$ cat src/pkg/ddg_pkg.sv
// constants for the loop damping and detector gain register bank
package ddg_pkg;

  // ==========================================================
  // register map
  localparam logic [7:0] DDG_OFS_SECOND = 8'h6A;  // second loop damping
  localparam logic [7:0] DDG_OFS_FIRST  = 8'h6B;  // first loop damping
  localparam logic [7:0] DDG_RST_SECOND = 8'h13;  // value after reset
  localparam logic [7:0] DDG_RST_FIRST  = 8'h14;  // value after reset
  localparam logic [7:0] DDG_WR_MASK    = 8'h77;  // bits 7 and 3 unused
  localparam logic [7:0] DDG_RD_UNMAP   = 8'h00;  // unmapped read value

  // ==========================================================
  // field positions
  localparam int DDG_DAMP_LSB = 0;  // damping code [2:0]
  localparam int DDG_GAIN_LSB = 4;  // detector gain [6:4]

  // ==========================================================
  // bandwidth column of the damping table
  typedef enum logic [1:0] {
    DDG_BW_18,
    DDG_BW_35,
    DDG_BW_70
  } ddg_bw_e;

  // second loop bandwidth field encodings
  localparam logic [1:0] DDG_B_BW_18 = 2'h0;
  localparam logic [1:0] DDG_B_BW_35 = 2'h1;
  localparam logic [1:0] DDG_B_BW_70 = 2'h2;
  // first loop locked bandwidth field encodings
  localparam logic [1:0] DDG_A_BW_18 = 2'h3;
  localparam logic [1:0] DDG_A_BW_35 = 2'h0;
  localparam logic [1:0] DDG_A_BW_70 = 2'h1;

  // ==========================================================
  // damping codes
  localparam logic [2:0] DDG_CODE_1 = 3'h1;
  localparam logic [2:0] DDG_CODE_2 = 3'h2;
  localparam logic [2:0] DDG_CODE_3 = 3'h3;
  localparam logic [2:0] DDG_CODE_4 = 3'h4;
  localparam logic [2:0] DDG_CODE_5 = 3'h5;

  // damping factor in tenths
  localparam logic [7:0] DDG_DF_1P2 = 8'h0C;  // 1.2
  localparam logic [7:0] DDG_DF_2P5 = 8'h19;  // 2.5
  localparam logic [7:0] DDG_DF_5   = 8'h32;  // 5
  localparam logic [7:0] DDG_DF_10  = 8'h64;  // 10
  localparam logic [7:0] DDG_DF_20  = 8'hC8;  // 20
  localparam logic [7:0] DDG_DF_NONE = 8'h00; // undefined code

  // gain peak in hundredths of a dB
  localparam logic [5:0] DDG_GP_1P2 = 6'h28;  // 0.4 dB
  localparam logic [5:0] DDG_GP_2P5 = 6'h14;  // 0.2 dB
  localparam logic [5:0] DDG_GP_5   = 6'h0A;  // 0.1 dB
  localparam logic [5:0] DDG_GP_10  = 6'h06;  // 0.06 dB
  localparam logic [5:0] DDG_GP_20  = 6'h03;  // 0.03 dB
  localparam logic [5:0] DDG_GP_NONE = 6'h00; // undefined code

endpackage
$ cat src/hw/ddg_damp_decode.sv
// damping code to damping factor and gain peak decoder
`timescale 1ns/1ps
module ddg_damp_decode
  import ddg_pkg::*;
(
  // selection
  input  wire logic [2:0] code,
  input  wire ddg_bw_e    bw,
  // decoded values
  output logic      [7:0] factor,
  output logic      [5:0] peak
);

  // ==========================================================
  // damping factor from code and bandwidth column
  always_comb begin
    case (code)
      DDG_CODE_1: factor = DDG_DF_1P2;
      DDG_CODE_2: factor = DDG_DF_2P5;
      DDG_CODE_3: factor = DDG_DF_5;
      DDG_CODE_4: begin
        factor = (bw == DDG_BW_18) ? DDG_DF_5 : DDG_DF_10;
      end
      DDG_CODE_5: begin
        case (bw)
          DDG_BW_35: factor = DDG_DF_10;
          DDG_BW_70: factor = DDG_DF_20;
          default:   factor = DDG_DF_5;
        endcase
      end
      default: factor = DDG_DF_NONE;  // undefined codes
    endcase
  end

  // ==========================================================
  // gain peak follows the chosen damping factor
  always_comb begin
    case (factor)
      DDG_DF_1P2: peak = DDG_GP_1P2;
      DDG_DF_2P5: peak = DDG_GP_2P5;
      DDG_DF_5:   peak = DDG_GP_5;
      DDG_DF_10:  peak = DDG_GP_10;
      DDG_DF_20:  peak = DDG_GP_20;
      default:    peak = DDG_GP_NONE;
    endcase
  end

endmodule

$ cat src/hw/ddg_top.sv
// damping and detector gain register bank for both loops
`timescale 1ns/1ps
module ddg_top
  import ddg_pkg::*;
(
  // clock and reset
  input  wire logic       clock,
  input  wire logic       rst,
  // register access port
  input  wire logic [7:0] reg_addr,
  input  wire logic       reg_wr,
  input  wire logic [7:0] reg_wdata,
  input  wire logic       reg_rd,
  output logic      [7:0] reg_rdata,
  // second loop context
  input  wire logic [1:0] loop_b_bw_field,
  input  wire logic       loop_b_detector_gain_on,
  input  wire logic       loop_b_analog_mode,
  input  wire logic       loop_b_locking,
  // first loop context
  input  wire logic [1:0] loop_a_bw_field,
  input  wire logic       loop_a_gain_sel_on,
  input  wire logic       loop_a_analog_mode,
  input  wire logic       loop_a_ref_8k,
  input  wire logic       loop_a_locking,
  // second loop results
  output logic      [7:0] loop_b_damp_factor,
  output logic      [5:0] loop_b_gain_peak,
  output logic      [2:0] loop_b_detector_gain,
  output logic            loop_b_detector_gain_act,
  // first loop results
  output logic      [7:0] loop_a_damp_factor,
  output logic      [5:0] loop_a_gain_peak,
  output logic      [2:0] loop_a_detector_gain,
  output logic            loop_a_detector_gain_act
);

  // ==========================================================
  // storage
  logic [7:0] second_reg;     // second loop damping and gain
  logic [7:0] first_reg;      // first loop damping and gain
  ddg_bw_e    bw_b;           // second loop column
  ddg_bw_e    bw_a;           // first loop column
  logic [7:0] factor_w [2];   // decoded factor per loop
  logic [5:0] peak_w   [2];   // decoded peak per loop
  logic [2:0] code_w   [2];   // damping code per loop
  ddg_bw_e    bw_w     [2];   // bandwidth column per loop
  logic       b_gate;         // second loop gain condition
  logic       a_gate;         // first loop gain condition

  // ==========================================================
  // second loop register, unused bits never stored
  always_ff @(posedge clock) begin
    if (rst) begin
      second_reg <= DDG_RST_SECOND;
    end else if (reg_wr && reg_addr == DDG_OFS_SECOND) begin
      second_reg <= reg_wdata & DDG_WR_MASK;
    end
  end

  // first loop register, unused bits never stored
  always_ff @(posedge clock) begin
    if (rst) begin
      first_reg <= DDG_RST_FIRST;
    end else if (reg_wr && reg_addr == DDG_OFS_FIRST) begin
      first_reg <= reg_wdata & DDG_WR_MASK;
    end
  end

  // ==========================================================
  // read port, one cycle after the strobe
  always_ff @(posedge clock) begin
    if (rst) begin
      reg_rdata <= DDG_RD_UNMAP;
    end else if (reg_rd) begin
      case (reg_addr)
        DDG_OFS_SECOND: reg_rdata <= second_reg;
        DDG_OFS_FIRST:  reg_rdata <= first_reg;
        default:        reg_rdata <= DDG_RD_UNMAP;  // unmapped
      endcase
    end
  end

  // ==========================================================
  // bandwidth field to table column; unused encoding uses 18 Hz
  always_comb begin
    case (loop_b_bw_field)
      DDG_B_BW_35: bw_b = DDG_BW_35;
      DDG_B_BW_70: bw_b = DDG_BW_70;
      default:     bw_b = DDG_BW_18;
    endcase
  end

  // first loop has its own field encoding
  always_comb begin
    case (loop_a_bw_field)
      DDG_A_BW_35: bw_a = DDG_BW_35;
      DDG_A_BW_70: bw_a = DDG_BW_70;
      default:     bw_a = DDG_BW_18;
    endcase
  end

  // ==========================================================
  // one decoder per loop: index 0 is first, 1 is second
  assign code_w[0] = first_reg[DDG_DAMP_LSB +: 3];
  assign code_w[1] = second_reg[DDG_DAMP_LSB +: 3];
  assign bw_w[0]   = bw_a;
  assign bw_w[1]   = bw_b;

  for (genvar i = 0; i < 2; i++) begin : g_dec
    ddg_damp_decode u_dec (
      .code   (code_w[i]),
      .bw     (bw_w[i]),
      .factor (factor_w[i]),
      .peak   (peak_w[i])
    );
  end

  // ==========================================================
  // registered damping outputs
  always_ff @(posedge clock) begin
    if (rst) begin
      loop_a_damp_factor <= DDG_DF_NONE;
      loop_a_gain_peak   <= DDG_GP_NONE;
      loop_b_damp_factor <= DDG_DF_NONE;
      loop_b_gain_peak   <= DDG_GP_NONE;
    end else begin
      loop_a_damp_factor <= factor_w[0];
      loop_a_gain_peak   <= peak_w[0];
      loop_b_damp_factor <= factor_w[1];
      loop_b_gain_peak   <= peak_w[1];
    end
  end

  // ==========================================================
  // detector gain conditions
  // second loop: enable bit set, analog feedback, locking
  assign b_gate = loop_b_detector_gain_on && loop_b_analog_mode
                  && loop_b_locking;
  // first loop: selection on, analog feedback, 8 kHz reference, locking
  assign a_gate = loop_a_gain_sel_on && loop_a_analog_mode
                  && loop_a_ref_8k && loop_a_locking;

  // second loop gain, zero while not applied
  always_ff @(posedge clock) begin
    if (rst) begin
      loop_b_detector_gain     <= 3'h0;
      loop_b_detector_gain_act <= 1'b0;
    end else begin
      loop_b_detector_gain_act <= b_gate;
      loop_b_detector_gain     <= b_gate ?
        second_reg[DDG_GAIN_LSB +: 3] : 3'h0;
    end
  end

  // first loop gain, zero while not applied
  always_ff @(posedge clock) begin
    if (rst) begin
      loop_a_detector_gain     <= 3'h0;
      loop_a_detector_gain_act <= 1'b0;
    end else begin
      loop_a_detector_gain_act <= a_gate;
      loop_a_detector_gain     <= a_gate ?
        first_reg[DDG_GAIN_LSB +: 3] : 3'h0;
    end
  end
endmodule

$ cat config.mk
export PLATFORM = sky130hd
export DESIGN_NAME = ddg_top
export DESIGN_NICKNAME = d
export VERILOG_FILES = /design/src/pkg/ddg_pkg.sv /design/src/hw/ddg_damp_decode.sv /design/src/hw/ddg_top.sv
export SDC_FILE = /design/constraint.sdc
export NUM_CORES = 1
export LEC_CHECK = 0
export BUFFER_PORTS_ARGS = -buffer_cell sky130_fd_sc_hd__buf_2
export CORE_MARGIN = 4
export CORE_UTILIZATION = 35
export CTS_BUF_LIST = sky130_fd_sc_hd__clkbuf_8
export DETAILED_ROUTE_END_ITERATION = 16
export GPL_TIMING_DRIVEN = 0
export PLACE_DENSITY = 0.63
export SYNTH_ARGS = -nofsm -noshare
export SYNTH_HDL_FRONTEND = slang
export SYNTH_HIERARCHICAL = 1
export SYNTH_SLANG_ARGS = --single-unit
$ cat constraint.sdc
create_clock -name clock -period 2.5 [get_ports clock]
set_clock_uncertainty 0.15 [all_clocks]
set_input_delay 0.375 -clock clock [delete_from_list [all_inputs] [get_ports clock]]
set_output_delay 0.375 -clock clock [all_outputs]
set_load 0.03 [all_outputs]
==> results of run 1 <==
## where the power goes
part	switching [mW]	internal, mW
registers	0.00372	0.874
clock network	0.275	0.295
logic	0.105	0.0760
total	0.383	1.25
## metrics by stage
step / util [%] / cells / cell area (µm²) / total power [mW] / worst slack (ns)
after floorplan: - / 282 / 2610 / 1.02 / 0.363
after global placement: 42.4 / 450 / 3080 / 1.08 / 0.0698
after detailed placement: 42.4 / 450 / 3080 / 1.08 / 0.0813
after CTS: 43.9 / 458 / 3190 / 1.65 / 0.0496
after global routing: 44.1 / 458 / 3200 / 1.71 / 0.0108
final: 44.1 / 458 / 3200 / 1.63 / 0.120
## Yosys cell counts, drive strengths merged (2+ instances only)
library cell  instances  area share [%]
a41o                  2            0.77
dfxtp                54              42
nand4                 8             2.5
mux2i                12             4.6
and3                  2            0.48
o21bai                2            0.58
and4                  2            0.67
nand4bb               2            0.87
o32ai                 2            0.67
nor3                  6             1.2
nand3                 2            0.38
inv                  10             1.4
a2111oi               2            0.67
nor2b                37             8.9
clkbuf                6            0.87
o21ai                 4            0.77
and2                  8             2.1
ha                    8             3.8
or3b                  2            0.87
a21oi                16             3.1
mux2                  6             2.6
a22o                  2            0.77
buf                  12             3.4
or3                   2            0.48
nand2b               18             4.3
o211a                 4             1.5
nor2                 21             3.0
a21boi                2            0.58
or2                   4            0.96
a32oi                 2            0.67
nand2                14             2.0
nand3b                2            0.58
## area by class of cell
| cell class | count | area (µm²) | area share, % |
|---|---|---|---|
| flip-flops and latches | 54 | 1080 | 33.8 |
| plain buffers | 18 | 111 | 3.48 |
| multi-input cells | 200 | 1390 | 43.5 |
| inverters | 10 | 37.5 | 1.17 |
| well taps | 99 | 124 | 3.87 |
| repair buffers | 69 | 345 | 10.8 |
| clock buffers | 5 | 68.8 | 2.15 |
| clock inverters | 3 | 41.3 | 1.29 |
## final timing paths
kind / startpoint / to / cells after the start
worst min register to register: reg_rdata[2] / reg_rdata[2] / 2
worst min-delay path: loop_a_analog_mode / loop_a_detector_gain_act / 3
worst max-delay path: second_reg[2] / loop_b_gain_peak[3] / 9
worst max register to register: second_reg[2] / loop_b_gain_peak[3] / 9
## kinds of logic after synthesis
logic type	Yosys count
adder cells (fa/ha/maj)	8
flip-flops	54
other	1
AO/OA/AOI/OAI	38
buffers and inverters	28
multiplexers	18
AND/OR/NAND/NOR	134
## layer usage
metal  vias up  routed length [µm]  track usage [%]
met5         -                   0                0
met4         0                  56             3.73
met3         5                 347             3.13
met2        70                2490             20.4
met1       970                2670             17.7
li1       1106                   -                -
## worst max-delay path: stages, from the launching register on
cell and delay [ns]:
dfxtp_1 0.38, buf_4 0.18, inv_1 0.09, ha_1 0.27, buf_2 0.18, or3b_4 0.40
a32oi_1 0.17, a2111oi_1 0.10, or2_1 0.21, nor2b_1 0.12
## cells in the final DEF (no fill, tap or decap), types with 3 or more instances in the layout
| cell | synthesis | routed |
|---|---|---|
| buf_2 | 5 | 74 |
| mux2_2 | 6 | 6 |
| o211a_1 | 4 | 4 |
| mux2i_1 | 12 | 12 |
| nor3_1 | 6 | 6 |
| and2_1 | 6 | 6 |
| nor2_1 | 21 | 21 |
| nand4_1 | 7 | 7 |
| or2_1 | 4 | 4 |
| buf_6 | 3 | 3 |
| nand2b_1 | 18 | 18 |
| dfxtp_1 | 54 | 54 |
| clkbuf_8 | 0 | 5 |
| buf_4 | 4 | 4 |
| ha_1 | 8 | 8 |
| clkbuf_1 | 6 | 6 |
| a21oi_1 | 16 | 16 |
| o21ai_0 | 4 | 4 |
| nor2b_1 | 37 | 37 |
| nand2_1 | 14 | 14 |
| inv_1 | 10 | 11 |
==> impl_metrics.tcl, run 1 <==
set metrics [dict create \
    track_usage_pct 13.0 \
    yosys_warnings 6 \
    drt_iter0_markers 123 \
    clkTransAtPathRegs_ns 0.10 \
    yosys.area_share.adder_pct 3.85 \
    wirelength_um 5570 \
    antenna_found_initial 0 \
    drcViolationCount 0 \
    synth_edf_count 0 \
    dpl.hpwl_um 4200 \
    num_rows 31 \
    ir_worst_vdd_mv 0.241 \
    fillers 718 \
    final_antenna_net_count 0 \
    cts_tree "yes" \
    required_ns 2.52 \
    min_period_ns 2.38 \
    syn-mean-instance-area_um2 9.26 \
    die_x_um 94.2 \
    grt_pass1_wl_um 9350 \
    ff2ff_setup_slack_ns 0.12 \
    cts_root_buffer "clkbuf_8" \
    grt_overflow 0 \
    synth_compound_area_share_pct 10.1 \
    area_growth_pct 23.0 \
    worst_setup_path_end_kind "register" \
    synth.ff_latch_count 54 \
    p_per_area_nw_per_um2 509 \
    diodes 0 \
    syn_inst 281 \
    cts_hold_buffers 0 \
    leakage_nw 1.58 \
    synth.distinct_cells 41 \
    synth-simple-area-share_pct 31.4 \
    insertion_delay_ns 0.30 \
    rsz0062_at_grt "false" \
    place_congestion 0.884 \
    io_buffers 69 \
    cts_setup_buffers 0 \
    status "completed" \
    hold_viol 0 \
    ctsHtreeMaxLevel 2 \
    core_um2 7250 \
    whs_ns 0.182 \
    cap_violations 0 \
    viasPerCell 4.70 \
    cts_resized 0 \
    clock_sinks 54 \
    routedWlPerCell_um 12.2 \
    startpoint_type "register" \
    grt_max_degree 17 \
    route.vias.total 2151 \
    synthXorXnorAreaFrac_pct 0 \
    slew_viol_final 0 \
    hold_path.class "in -> reg" \
    ioPinCount 75 \
    die_h_um 94.2 \
    synth_top_family_by_area "simple AND/OR/NAND/NOR gates" \
    critPathKind "reg -> reg" \
    worstPathArrival_ns 2.40 \
    worst-path-max-fanout 10 \
    reg_top3 "loop_a_damp_factor x8, loop_b_damp_factor x8" \
    muxShareOfSynthArea_pct 7.21 \
    fin_crit_sh_pct 95.2 \
    drive_above_1_share_pct 29.0 \
    dieArea_um2 8880 \
    synth_area_um2 2600 \
    synthArstFlopShare_pct 0 \
    cts_buffers 5 \
    drt_pass1_iterations 4 \
    tns_ns 0 \
    first_global_vias 1988 \
    timing.fmax_ghz 0.420 \
    start_util_pct 35.9 \
    setup_viol 0 \
    ys.flop_type "dfxtp_1" \
    fin_nets 397 \
    clock_path_buffers 2 \
    yosysSeqAreaShare_pct 41.5 \
]
Power figures use the tool's default switching activity.
==> run 2, diff against run 1 <==
==> constraint.sdc (replaced) <==
create_clock -name clock -period 2.5 [get_ports clock]
set_clock_uncertainty 0.15 [all_clocks]
set_input_delay 0.125 -clock clock [delete_from_list [all_inputs] [get_ports clock]]
set_output_delay 0.125 -clock clock [all_outputs]
set_load 0.03 [all_outputs]
==> impl_metrics.tcl, run 2 (synthesized netlist as in run 1, its figures left out) <==
set metrics [dict create \
    cts_buffers 5 \
    seqPwrFrac_pct 53.6 \
    ctsHtreeMaxLevel 2 \
    slew_viol_final 0 \
    pwr-share-comb_pct 11.7 \
    worstPathArrival_ns 2.40 \
    cts_root_buffer "clkbuf_8" \
    final_antenna_net_count 0 \
    route.vias.total 2180 \
    ioPinCount 75 \
    status "completed" \
    tns_ns 0 \
    final_cell_mix "74 x buf_2, 54 x dfxtp_1, 37 x nor2b_1, 21 x nor2_1, 18 x nand2b_1" \
    ir_worst_vdd_mv 0.241 \
    grt_overflow 0 \
    core_um2 7250 \
    drt_iter0_markers 121 \
    first_global_vias 2022 \
    hp-start "loop_b_locking" \
    required_ns 2.52 \
    cts_tree "yes" \
    clockPowerShare_pct 34.7 \
    p_per_area_nw_per_um2 498 \
    p_int_mw 1.25 \
    design_power_total_mw 1.64 \
    timing.fmax_ghz 0.420 \
    clkTransAtPathRegs_ns 0.10 \
    antenna_found_initial 0 \
    dieArea_um2 8880 \
    reg2regPathDepth 9 \
    insertion_delay_ns 0.30 \
    grt_max_degree 17 \
    startpoint_type "register" \
    regArea_um2 1080 \
    hold_path.class "in -> reg" \
    clock_path_buffers 2 \
    hold_depth 2 \
    multi_input_area_um2 1390 \
    setup_viol 0 \
    whs_ns 0.0102 \
    reg_top3 "loop_a_damp_factor x8, loop_b_damp_factor x8" \
    ff2ff_setup_slack_ns 0.12 \
    start_util_pct 35.9 \
    min_period_ns 2.38 \
    wirelength_um 5640 \
    place_congestion 0.884 \
    drive_above_1_share_pct 28.3 \
    leakage_nw 1.61 \
    diodes 0 \
    max_stage_delay_ns 0.40 \
    io_buffers 69 \
    grt_pass1_wl_um 9510 \
    area_growth_pct 26.4 \
    num_rows 31 \
    drt_pass1_iterations 4 \
    die_x_um 94.2 \
    worst-path-max-fanout 10 \
    crit_path_cell_trace "buf_4 > inv_1 > ha_1 > buf_2 > or3b_4 > a32oi_1 > a2111oi_1 > or2_1 > nor2b_1" \
    slowest_stage "or3b_4" \
    r2r_start "second_reg[2]" \
    die_h_um 94.2 \
    hold_viol 0 \
    dpl.hpwl_um 4200 \
    rsz0062_at_grt "false" \
    critPathKind "reg -> reg" \
    p_switching_mw 0.384 \
    worst_setup_path_end_kind "register" \
    drcViolationCount 0 \
    setup_ws_ns 0.121 \
    viasPerCell 4.67 \
    clock_sinks 54 \
    p_sw_share_pct 23.5 \
    final_common_cell "buf_2" \
    rr_endpoint "loop_b_gain_peak[3]" \
    fillers 714 \
    cap_violations 0 \
    routedWlPerCell_um 12.1 \
    fin_nets 406 \
    fin_crit_sh_pct 95.1 \
    track_usage_pct 13.2 \
    worst_hold_path.endpoint "loop_b_detector_gain_act" \
    preCtsSetupSlack_ns 0.0813 \
]
-- run 2: changes by cell type in the layout (fill, tap and decap cells not counted), sizes merged --
cell	delta
dlygate4sd3	+9
-- run 2: power groups by stage --
stage                     clock, mW  combinational [mW]  sequential, mW
final                         0.569               0.191           0.878
after CTS                     0.588               0.190           0.878
after global placement            0               0.178           0.898
after global routing          0.626               0.211           0.881
after floorplan                   0              0.0904           0.929
after detailed placement          0               0.179           0.898
-- run 2: worst max path at each step --
stage / cells past startpoint / end / startpoint / slack, ns
floorplan: 9 / loop_b_gain_peak[3] / second_reg[2] / 0.36
global placement: 9 / loop_a_gain_peak[1] / first_reg[2] / 0.07
detailed placement: 9 / loop_a_gain_peak[1] / first_reg[2] / 0.08
CTS: 9 / loop_a_gain_peak[1] / first_reg[2] / 0.05
global route: 9 / loop_a_gain_peak[3] / first_reg[2] / 0.01
finish: 9 / loop_b_gain_peak[3] / second_reg[2] / 0.12
-- run 2: area by class of cell --
class	instances	share of cell area, %
multi-input combinational	200	42.3
sequential	54	32.9
timing repair buffer	78	13.2
tap	99	3.76
buffer	18	3.38
clock buffer	5	2.09
clock inverter	3	1.25
inverter	10	1.14
-- run 2: what timing repair did --
item,CTS,global route
resized for setup,0,4
setup endpoints to repair,0,4
buffers inserted,0,0
hold endpoints to repair,15,0
hold buffers,9,0
-- run 2: metal layers --
| layer | wire length [µm] | track usage, % | share of wire [%] | vias up |
|---|---|---|---|---|
| li1 | - | - | - | 1124 |
| met1 | 2730 | 18.2 | 48 | 981 |
| met2 | 2540 | 21.0 | 45 | 70 |
| met3 | 313 | 2.64 | 5.5 | 5 |
| met4 | 56 | 3.73 | 0.99 | 0 |
| met5 | 0 | 0 | 0 | - |
-- run 2: metrics by stage --
stage | instances | utilization [%] | cell area (µm²)
floorplan | 282 | - | 2610
global placement | 450 | 42.4 | 3080
detailed placement | 450 | 42.4 | 3080
CTS | 467 | 45.2 | 3280
global route | 467 | 45.4 | 3290
finish | 467 | 45.4 | 3290
-- run 2: critical path: cells and delay by family, from the launching register on --
family / cells / cell delay (ns)
buf+inv: 3 / 0.45
fa+ha+maj: 1 / 0.27
simple gates: 3 / 0.73
flops: 1 / 0.38
compound gates: 2 / 0.27
